$ cat src/hdl/mcc_pkg.sv
// Package: constants and types for the channel two protection configuration bank
package mcc_pkg;

	// ==========================================================
	// Register map
	localparam logic [6:0]  CH2_CFG_ADDR     = 7'h05;
	localparam int          DATA_W           = 32;
	localparam logic [31:0] CH2_CFG_RESET    = 32'h0000_0000;
	localparam logic [31:0] CH2_CFG_WMASK    = 32'h0077_f800;

	// ==========================================================
	// Field positions
	localparam int OL_IDLE_LSB   = 21;
	localparam int REGEN_BIT     = 20;
	localparam int ILIM_HI_BIT   = 18;
	localparam int ILIM_HYS_BIT  = 17;
	localparam int OL_RUN_LSB    = 15;
	localparam int SLEW_LSB      = 12;
	localparam int OC_MODE_BIT   = 11;

	// ==========================================================
	// Open-load idle detection times, in microseconds and in 125 MHz clock cycles
	localparam int OL_IDLE_100_US = 100;
	localparam int OL_IDLE_50_US  = 50;
	localparam int OL_IDLE_500_US = 500;
	localparam int CLK_MHZ        = 125;
	localparam int OL_IDLE_100_CYC = OL_IDLE_100_US * CLK_MHZ;
	localparam int OL_IDLE_50_CYC  = OL_IDLE_50_US * CLK_MHZ;
	localparam int OL_IDLE_500_CYC = OL_IDLE_500_US * CLK_MHZ;
	localparam int CNT_W           = 17;

	// ==========================================================
	// Codes
	localparam logic [1:0] OL_IDLE_100 = 2'h0;
	localparam logic [1:0] OL_IDLE_50  = 2'h1;
	localparam logic [1:0] OL_IDLE_500 = 2'h2;
	localparam logic [1:0] OL_IDLE_UND = 2'h3;
	localparam logic [1:0] OL_RUN_200  = 2'h0;
	localparam logic [1:0] OL_RUN_100  = 2'h1;
	localparam logic [1:0] OL_RUN_300  = 2'h2;

	typedef enum logic [2:0] {
		MCC_SLEW_OFF,
		MCC_SLEW_SLOW1,
		MCC_SLEW_SLOW2,
		MCC_SLEW_SLOW3,
		MCC_SLEW_SLOW4,
		MCC_SLEW_FAST2,
		MCC_SLEW_FAST1
	} mcc_slew_t;

	typedef enum logic [1:0] {
		MCC_OLR_100MA,
		MCC_OLR_200MA,
		MCC_OLR_300MA
	} mcc_olrun_t;

	// Decoded settings handed to the analogue side
	typedef struct packed {
		logic [1:0]  ol_idle_code;
		logic [16:0] ol_idle_cycles;
		logic        ol_idle_valid;
		logic        regen_high_side;
		logic        ilim_upper_low;
		logic        ilim_hys_wide;
		mcc_olrun_t  ol_run_thresh;
		mcc_slew_t   slew_mode;
		logic        oc_auto_recover;
	} mcc_cfg_t;

	// Register write/read request from the SPI register port
	typedef struct packed {
		logic        wr;
		logic        rd;
		logic [6:0]  addr;
		logic [31:0] wdata;
	} mcc_req_t;

endpackage

$ cat src/hdl/mcc_decode.sv
// Decoder from raw register bits to settings for channel two
`timescale 1ns/10ps
module mcc_decode
(
	// Raw register contents
	input  wire logic [31:0]      reg_bits,
	// Decoded settings
	output mcc_pkg::mcc_cfg_t     cfg
);
	// ==========================================================
	// Field extraction
	wire logic [1:0] ol_idle_w = reg_bits[mcc_pkg::OL_IDLE_LSB +: 2];
	wire logic [1:0] ol_run_w  = reg_bits[mcc_pkg::OL_RUN_LSB +: 2];
	wire logic [2:0] slew_w    = reg_bits[mcc_pkg::SLEW_LSB +: 3];

	// Undefined idle code is flagged invalid; time held at default
	wire logic [16:0] idle_cyc_w =
		(ol_idle_w == mcc_pkg::OL_IDLE_50)  ? 17'(mcc_pkg::OL_IDLE_50_CYC)  :
		(ol_idle_w == mcc_pkg::OL_IDLE_500) ? 17'(mcc_pkg::OL_IDLE_500_CYC) :
		17'(mcc_pkg::OL_IDLE_100_CYC);

	wire mcc_pkg::mcc_olrun_t olrun_w =
		(ol_run_w == mcc_pkg::OL_RUN_100) ? mcc_pkg::MCC_OLR_100MA :
		(ol_run_w == mcc_pkg::OL_RUN_300) ? mcc_pkg::MCC_OLR_300MA :
		mcc_pkg::MCC_OLR_200MA;

	// 101 is the second fastest, 110 the fastest; 111 aliases off
	wire mcc_pkg::mcc_slew_t slew_mode_w =
		(slew_w == 3'h7) ? mcc_pkg::MCC_SLEW_OFF : mcc_pkg::mcc_slew_t'(slew_w);

	assign cfg.ol_idle_code    = ol_idle_w;
	assign cfg.ol_idle_cycles  = idle_cyc_w;
	assign cfg.ol_idle_valid   = (ol_idle_w != mcc_pkg::OL_IDLE_UND);
	assign cfg.regen_high_side = reg_bits[mcc_pkg::REGEN_BIT];
	assign cfg.ilim_upper_low  = reg_bits[mcc_pkg::ILIM_HI_BIT];
	assign cfg.ilim_hys_wide   = reg_bits[mcc_pkg::ILIM_HYS_BIT];
	assign cfg.ol_run_thresh   = olrun_w;
	assign cfg.slew_mode       = slew_mode_w;
	assign cfg.oc_auto_recover = reg_bits[mcc_pkg::OC_MODE_BIT];

endmodule

$ cat src/hdl/mcc_cfg_bank.sv
// Channel two protection configuration register and its decoded settings
`timescale 1ns/10ps
module mcc_cfg_bank
(
	// Clock and reset
	input  wire logic             clk,
	input  wire logic             reset_n,
	// Register port from the SPI frame decoder
	input  mcc_pkg::mcc_req_t     req,
	output logic [31:0]           rdata_r,
	output logic                  rvalid_r,
	// Settings to the channel two bridge
	output mcc_pkg::mcc_cfg_t     cfg_r
);
	// ==========================================================
	// Register storage
	logic [31:0]       cfg_reg_r;
	logic [31:0]       cfg_reg_nxt;
	mcc_pkg::mcc_cfg_t cfg_dec;

	wire logic hit_w = (req.addr == mcc_pkg::CH2_CFG_ADDR);
	wire logic wr_w  = req.wr && hit_w;
	wire logic rd_w  = req.rd && hit_w;

	// Masking keeps unassigned positions at zero on every write
	assign cfg_reg_nxt = wr_w ? (req.wdata & mcc_pkg::CH2_CFG_WMASK) : cfg_reg_r;

	always_ff @(posedge clk or negedge reset_n)
	begin
		if (!reset_n)
			cfg_reg_r <= mcc_pkg::CH2_CFG_RESET;
		else
			cfg_reg_r <= cfg_reg_nxt;
	end

	// ==========================================================
	// Read path; unmapped addresses answer zero
	always_ff @(posedge clk or negedge reset_n)
	begin
		if (!reset_n)
		begin
			rdata_r  <= 32'h0000_0000;
			rvalid_r <= 1'b0;
		end
		else
		begin
			rdata_r  <= rd_w ? (cfg_reg_r & mcc_pkg::CH2_CFG_WMASK) : 32'h0000_0000;
			rvalid_r <= req.rd;
		end
	end

	// ==========================================================
	// Decode and register the settings
	mcc_decode u_decode
	(
		.reg_bits (cfg_reg_r),
		.cfg      (cfg_dec)
	);

	// Outputs lag the register by one cycle so they come from flops
	always_ff @(posedge clk or negedge reset_n)
	begin
		if (!reset_n)
			cfg_r <= '{ol_idle_code: 2'h0, ol_idle_cycles: 17'(mcc_pkg::OL_IDLE_100_CYC),
				ol_idle_valid: 1'b1, ol_run_thresh: mcc_pkg::MCC_OLR_200MA,
				slew_mode: mcc_pkg::MCC_SLEW_OFF, default: 1'b0};
		else
			cfg_r <= cfg_dec;
	end

	// ==========================================================
	// Checks
	// Field views keep bit positions out of the properties
	wire logic [1:0] idle_fld_w = cfg_reg_r[mcc_pkg::OL_IDLE_LSB +: 2];
	wire logic [1:0] run_fld_w  = cfg_reg_r[mcc_pkg::OL_RUN_LSB +: 2];
	wire logic [2:0] slew_fld_w = cfg_reg_r[mcc_pkg::SLEW_LSB +: 3];
	wire logic [1:0] idle_wr_w  = req.wdata[mcc_pkg::OL_IDLE_LSB +: 2];

	a_rsvd_zero: assert property (@(posedge clk) disable iff (!reset_n)
		(cfg_reg_r & ~mcc_pkg::CH2_CFG_WMASK) == 32'h0000_0000)
		else $error("reserved bits not zero");

	a_write_takes: assert property (@(posedge clk) disable iff (!reset_n)
		wr_w |=> idle_fld_w == $past(idle_wr_w))
		else $error("idle time field not written");

	a_regen_out: assert property (@(posedge clk) disable iff (!reset_n)
		wr_w |=> ##1 cfg_r.regen_high_side == $past(req.wdata[mcc_pkg::REGEN_BIT], 2))
		else $error("regeneration side wrong");

	a_ilim_upper: assert property (@(posedge clk) disable iff (!reset_n)
		wr_w |=> ##1 cfg_r.ilim_upper_low == $past(req.wdata[mcc_pkg::ILIM_HI_BIT], 2))
		else $error("upper limit wrong");

	a_ilim_hys: assert property (@(posedge clk) disable iff (!reset_n)
		wr_w |=> ##1 cfg_r.ilim_hys_wide == $past(req.wdata[mcc_pkg::ILIM_HYS_BIT], 2))
		else $error("hysteresis wrong");

	a_olrun_map: assert property (@(posedge clk) disable iff (!reset_n)
		(run_fld_w == 2'h3) |=> cfg_r.ol_run_thresh == mcc_pkg::MCC_OLR_200MA)
		else $error("code 11 must give 200 mA");

	a_olrun_low: assert property (@(posedge clk) disable iff (!reset_n)
		(run_fld_w == mcc_pkg::OL_RUN_100) |=> cfg_r.ol_run_thresh == mcc_pkg::MCC_OLR_100MA)
		else $error("code 01 must give 100 mA");

	a_olrun_high: assert property (@(posedge clk) disable iff (!reset_n)
		(run_fld_w == mcc_pkg::OL_RUN_300) |=> cfg_r.ol_run_thresh == mcc_pkg::MCC_OLR_300MA)
		else $error("code 10 must give 300 mA");

	a_olrun_base: assert property (@(posedge clk) disable iff (!reset_n)
		(run_fld_w == mcc_pkg::OL_RUN_200) |=> cfg_r.ol_run_thresh == mcc_pkg::MCC_OLR_200MA)
		else $error("code 00 must give 200 mA");

	a_slew_alias: assert property (@(posedge clk) disable iff (!reset_n)
		(slew_fld_w == 3'h7) |=> cfg_r.slew_mode == mcc_pkg::MCC_SLEW_OFF)
		else $error("code 111 must be slew off");

	a_slew_off: assert property (@(posedge clk) disable iff (!reset_n)
		(slew_fld_w == 3'h0) |=> cfg_r.slew_mode == mcc_pkg::MCC_SLEW_OFF)
		else $error("code 000 must be slew off");

	a_slew_fastest: assert property (@(posedge clk) disable iff (!reset_n)
		(slew_fld_w == 3'h6) |=> cfg_r.slew_mode == mcc_pkg::MCC_SLEW_FAST1)
		else $error("code 110 must be the fastest rate");

	a_slew_next: assert property (@(posedge clk) disable iff (!reset_n)
		(slew_fld_w == 3'h5) |=> cfg_r.slew_mode == mcc_pkg::MCC_SLEW_FAST2)
		else $error("code 101 must be the next fastest rate");

	a_slew_slow: assert property (@(posedge clk) disable iff (!reset_n)
		(slew_fld_w >= 3'h1 && slew_fld_w <= 3'h4) |=>
		cfg_r.slew_mode == mcc_pkg::mcc_slew_t'($past(slew_fld_w)))
		else $error("slow code gives wrong rate");

	a_oc_mode: assert property (@(posedge clk) disable iff (!reset_n)
		wr_w |=> ##1 cfg_r.oc_auto_recover == $past(req.wdata[mcc_pkg::OC_MODE_BIT], 2))
		else $error("over-current mode wrong");

	a_idle_time: assert property (@(posedge clk) disable iff (!reset_n)
		(idle_fld_w == mcc_pkg::OL_IDLE_500) |=>
		cfg_r.ol_idle_cycles == 17'(mcc_pkg::OL_IDLE_500_CYC))
		else $error("500 us count wrong");

	a_idle_short: assert property (@(posedge clk) disable iff (!reset_n)
		(idle_fld_w == mcc_pkg::OL_IDLE_50) |=>
		cfg_r.ol_idle_cycles == 17'(mcc_pkg::OL_IDLE_50_CYC))
		else $error("50 us count wrong");

	// Undefined code falls back to the reset time so the detector never stalls
	a_idle_default: assert property (@(posedge clk) disable iff (!reset_n)
		(idle_fld_w == mcc_pkg::OL_IDLE_100 || idle_fld_w == mcc_pkg::OL_IDLE_UND) |=>
		cfg_r.ol_idle_cycles == 17'(mcc_pkg::OL_IDLE_100_CYC))
		else $error("100 us count wrong");

	a_idle_flag: assert property (@(posedge clk) disable iff (!reset_n)
		1'b1 |=> cfg_r.ol_idle_valid == ($past(idle_fld_w) != mcc_pkg::OL_IDLE_UND))
		else $error("idle code valid flag wrong");

	a_reg_holds: assert property (@(posedge clk) disable iff (!reset_n)
		!wr_w |=> $stable(cfg_reg_r))
		else $error("register changed without a write");

	a_foreign_write: assert property (@(posedge clk) disable iff (!reset_n)
		(req.wr && !hit_w) |=> $stable(cfg_reg_r))
		else $error("write to other address took effect");

	a_read_pulse: assert property (@(posedge clk) disable iff (!reset_n)
		!req.rd |=> !rvalid_r && rdata_r == 32'h0000_0000)
		else $error("read answer without a read");

	a_read_valid: assert property (@(posedge clk) disable iff (!reset_n)
		req.rd |=> rvalid_r)
		else $error("read not answered");

	a_rdata_rsvd: assert property (@(posedge clk) disable iff (!reset_n)
		rvalid_r |-> (rdata_r & ~mcc_pkg::CH2_CFG_WMASK) == 32'h0000_0000)
		else $error("reserved bits read nonzero");

	// Reset checks carry no disable so they see the first edge after release
	a_reset_reg: assert property (@(posedge clk)
		$rose(reset_n) |-> cfg_reg_r == mcc_pkg::CH2_CFG_RESET)
		else $error("register not at reset value");

	a_reset_idle: assert property (@(posedge clk)
		$rose(reset_n) |-> cfg_r.ol_idle_cycles == 17'(mcc_pkg::OL_IDLE_100_CYC))
		else $error("idle time not at reset value");

	a_reset_side: assert property (@(posedge clk)
		$rose(reset_n) |-> !cfg_r.regen_high_side)
		else $error("regeneration side not at reset value");

	a_reset_limit: assert property (@(posedge clk)
		$rose(reset_n) |-> !cfg_r.ilim_upper_low)
		else $error("upper limit not at reset value");

	a_reset_hyst: assert property (@(posedge clk)
		$rose(reset_n) |-> !cfg_r.ilim_hys_wide)
		else $error("hysteresis not at reset value");

	a_reset_olrun: assert property (@(posedge clk)
		$rose(reset_n) |-> cfg_r.ol_run_thresh == mcc_pkg::MCC_OLR_200MA)
		else $error("running threshold not at reset value");

	a_reset_slew: assert property (@(posedge clk)
		$rose(reset_n) |-> cfg_r.slew_mode == mcc_pkg::MCC_SLEW_OFF)
		else $error("slew mode not at reset value");

	a_reset_latch: assert property (@(posedge clk)
		$rose(reset_n) |-> !cfg_r.oc_auto_recover)
		else $error("over-current mode not at reset value");

	a_reset_read: assert property (@(posedge clk)
		$rose(reset_n) |-> !rvalid_r && rdata_r == 32'h0000_0000)
		else $error("read port not idle after reset");

	a_read_back: assert property (@(posedge clk) disable iff (!reset_n)
		(rd_w && !$past(wr_w)) |=> rdata_r == $past(cfg_reg_r))
		else $error("read data wrong");

	c_write: cover property (@(posedge clk) disable iff (!reset_n) wr_w);
	c_read: cover property (@(posedge clk) disable iff (!reset_n) rd_w);
	c_fast1: cover property (@(posedge clk) disable iff (!reset_n)
		cfg_r.slew_mode == mcc_pkg::MCC_SLEW_FAST1);
	c_undef: cover property (@(posedge clk) disable iff (!reset_n) !cfg_r.ol_idle_valid);

endmodule

$ cat config.mk
export PLATFORM = sky130hd
export DESIGN_NAME = mcc_cfg_bank
export DESIGN_NICKNAME = d
export VERILOG_FILES = /design/src/hdl/mcc_pkg.sv /design/src/hdl/mcc_decode.sv /design/src/hdl/mcc_cfg_bank.sv
export SDC_FILE = /design/constraint.sdc
export NUM_CORES = 1
export LEC_CHECK = 0
export BUFFER_PORTS_ARGS = -buffer_cell sky130_fd_sc_hd__buf_2
export CAP_MARGIN = 10
export CORE_ASPECT_RATIO = 0.8
export CORE_MARGIN = 5
export CORE_UTILIZATION = 42
export DETAILED_ROUTE_END_ITERATION = 6
export PLACE_DENSITY = 0.81
export SETUP_SLACK_MARGIN = 0.15
export SLEW_MARGIN = 20
export SYNTH_ARGS = -nofsm -noshare
export SYNTH_HDL_FRONTEND = slang
export SYNTH_SLANG_ARGS = --single-unit
$ cat constraint.sdc
create_clock -name clk -period 1 [get_ports clk]
set_input_delay 0.2 -clock clk [delete_from_list [all_inputs] [get_ports clk]]
set_output_delay 0.2 -clock clk [all_outputs]
set_load 0.02 [all_outputs]
==> results.cfg <==
[setup_path]
max_stage_delay_ps = 560
worst-setup-path-type = flop to output port
startpoint = cfg_r[17]$_DFF_PN1_
worstPathMaxFanout = 2
cpLargestDelayFamily = flip-flops
start_kind = flop
worstPathRequired_ps = 800
crit_path_end_kind = output port
worstPathArrival_ps = 960
worstReg2RegStart = cfg_reg_r[22]$_DFFE_PN0P_
slowest_stage = dfstp_2
crit_buf_inv = 1
path_cells = buf_6

[sta]
slew_violations = 0
finalSetupViolations = 25
fmax_mhz = 865
setup_tns_ps = -2020
setup_slack_ps = -156
min_period_ps = 1160
rsz0062_at_grt = yes
clock_skew_ps = 2.82
min_period_over_period_pct = 116
hold_violations = 0

[run]
max-cap-violations = 0

[route]
drc = 0
drt_pass1_iterations = 3
viasPerCell = 4.17
wl_per_cell_um = 16.2
dr_total_vias = 996
postRouteAntennaNets = 0
drt_iter0_drc = 70
finalWirelength_um = 3880

[grt]
gr-usage-all-layers_pct = 14.4
grt-ovfl-total = 0
first_global_vias = 1088
grt_first_pass_wirelength_um = 5580
antenna_found_initial = 0
grt_max_degree = 29

[synth]
yosys_warnings = 0
avgSynthCellArea_um2 = 14.2
synth_cell_type_count = 17
synthCells = 119
ys_seq_area_share_pct = 61.0
ys_seq_elements = 41
netlist_area_mm2 = 0.00169

[status]
violations = setup timing
status = complete, but fails checks

[place]
hpwl_um = 2300
portBuffers = 57
place_ws_ps = -343
place.gp.congestion = 0.731

[floorplanning]
die-area_mm2 = 0.00541
initial_utilization_pct = 43.9
rows = 20
coreArea_mm2 = 0.00385
ioPinCount = 105
die_h_um = 66.8
fp.dieW_um = 81.0

[clocking]
clock_latency_ps = 280
cts_buffer_depth = 2
cts_made_buffers = 5
numClockSinks = 41
clock_tree.root_cell = clkbuf_8
clk_pin_slew_ps = 70
cts_tree = done
htreeDepth = 2

[layout]
fill_cells = 260
final_nets = 231
area.growth.synth_to_final_pct = 45.0
final_core_util_pct = 63.7
n_antenna_cell = 0
drive_gt1_share_pct = 63.0

[min_path]
hp-class = input port to flop
hp-start = req[39]

[pwr]
clock_power_share_pct = 28.2
combPwrFrac_pct = 19.3
p_leak_nw = 1.27
power_density_mw_per_mm2 = 1450
p_sw_w = 0.000975
p_seq_share_pct = 52.5
power_w = 0.00356
intPower_w = 0.00258
power_switching_share_pct = 27.4
ir_drop_mv = 0.630
metrics by stage:
step / hold WS (ps) / cells / instance area [um^2]
2_1_floorplan: -95.6 / 143 / 1790
3_3_place_gp: 108 / 224 / 1930
3_5_place_dp: 118 / 224 / 1930
4_1_cts: 30.9 / 237 / 2330
5_1_grt: 21.8 / 239 / 2450
6_report: 35.0 / 239 / 2450
cell usage after synthesis, drive strengths merged:
| master | instances | area, um^2 |
|---|---|---|
| a21boi | 3 | 22.5 |
| nor4bb | 1 | 10.0 |
| mux2 | 11 | 161 |
| nand3 | 1 | 10.0 |
| clkbuf | 2 | 7.51 |
| ha | 5 | 62.6 |
| nor4b | 1 | 23.8 |
| buf | 33 | 251 |
| dfstp | 5 | 131 |
| inv | 7 | 26.3 |
| dfrtp | 36 | 901 |
| and3 | 11 | 70.1 |
| nor3b | 1 | 7.51 |
| conb | 2 | 7.51 |
worst paths after layout:
check                                            endpoint  slack (ps)  cells after the start
worst min-delay path                   rvalid_r$_DFF_PN0_          40                      1
max in group asynchronous       cfg_reg_r[21]$_DFFE_PN0P_         260                      3
worst max-delay path                            cfg_r[14]        -160                      1
min in group asynchronous             cfg_r[28]$_DFF_PN0_         330                      2
worst min register to register         cfg_r[0]$_DFF_PN0_         410                      0
worst max register to register        cfg_r[15]$_DFF_PN0_         110                      2
worst reg2reg max path, cell delays in order, from the launching register on:
cell and delay (ps):
dfrtp_2 470, ha_4 290, inv_2 20
kinds of logic (layout without fill, tap and decap cells):
| group | Yosys count | count (layout) | synth area share (%) |
|---|---|---|---|
| AOI/OAI and AO/OA | 3 | 3 | 1.33 |
| DFF | 41 | 41 | 61.0 |
| buffers and inverters | 42 | 83 | 16.9 |
| other | 2 | 26 | 0.444 |
| adders and majority gates | 5 | 5 | 3.70 |
| and+or+nand+nor | 15 | 15 | 7.17 |
| muxes | 11 | 11 | 9.53 |
flip-flops by register name (all words and copies together), names as in the netlist:
signal	flops
cfg_reg_r	11
rvalid_r	1
cfg_r	18
rdata_r	11
area by class of cell:
class                           count  area [um^2]  area share (%)
Sequential cell                    41         1040            42.2
Timing Repair Buffer               68          658            26.8
Multi-Input combinational cell     60          581            23.6
Clock buffer                        6         72.6            2.96
Tap cell                           55         68.8            2.80
Inverter                            7         28.8            1.17
Clock inverter                      2         10.0           0.408
power groups by stage:
stage	Sequential, W	Combinational (W)	Clock (W)
floorplan	0.00195	0.000323	0
global placement	0.00186	0.000486	0
detailed placement	0.00187	0.000499	0
CTS	0.00186	0.000650	0.00103
global route	0.00188	0.000730	0.00113
finish	0.00187	0.000688	0.00100
routing by layer:
layer | global-route usage [%] | wire (um) | vias up | share of wire, %
li1 | - | - | 451 | -
met1 | 17.0 | 1530 | 483 | 39
met2 | 24.3 | 2040 | 55 | 53
met3 | 3.92 | 244 | 7 | 6.3
met4 | 6.96 | 69 | 0 | 1.8
met5 | 0 | 0 | - | 0
cell usage in the layout, fill, tap and decap left out, types with 3 or more instances in the layout:
cell type	Yosys	routed
buf_6	1	44
dfrtp_1	36	33
conb_1	2	26
buf_2	0	18
and3_4	0	11
mux2_4	10	10
dfstp_2	5	5
clkbuf_8	0	5
ha_4	0	4
inv_1	7	3
a21boi_0	3	3
inv_2	0	3
dfrtp_2	0	3
timing repair:
item                                    4_1_cts  5_1_grt
gates cloned                                  0        1
buffers inserted                              4        1
endpoints found under the setup margin       50       91
hold endpoints to repair                      8        0
resized for setup                            86       24
hold buffers                                  1        0
pin swaps                                     3        5
Note: power is estimated with default switching activity, not from simulation.
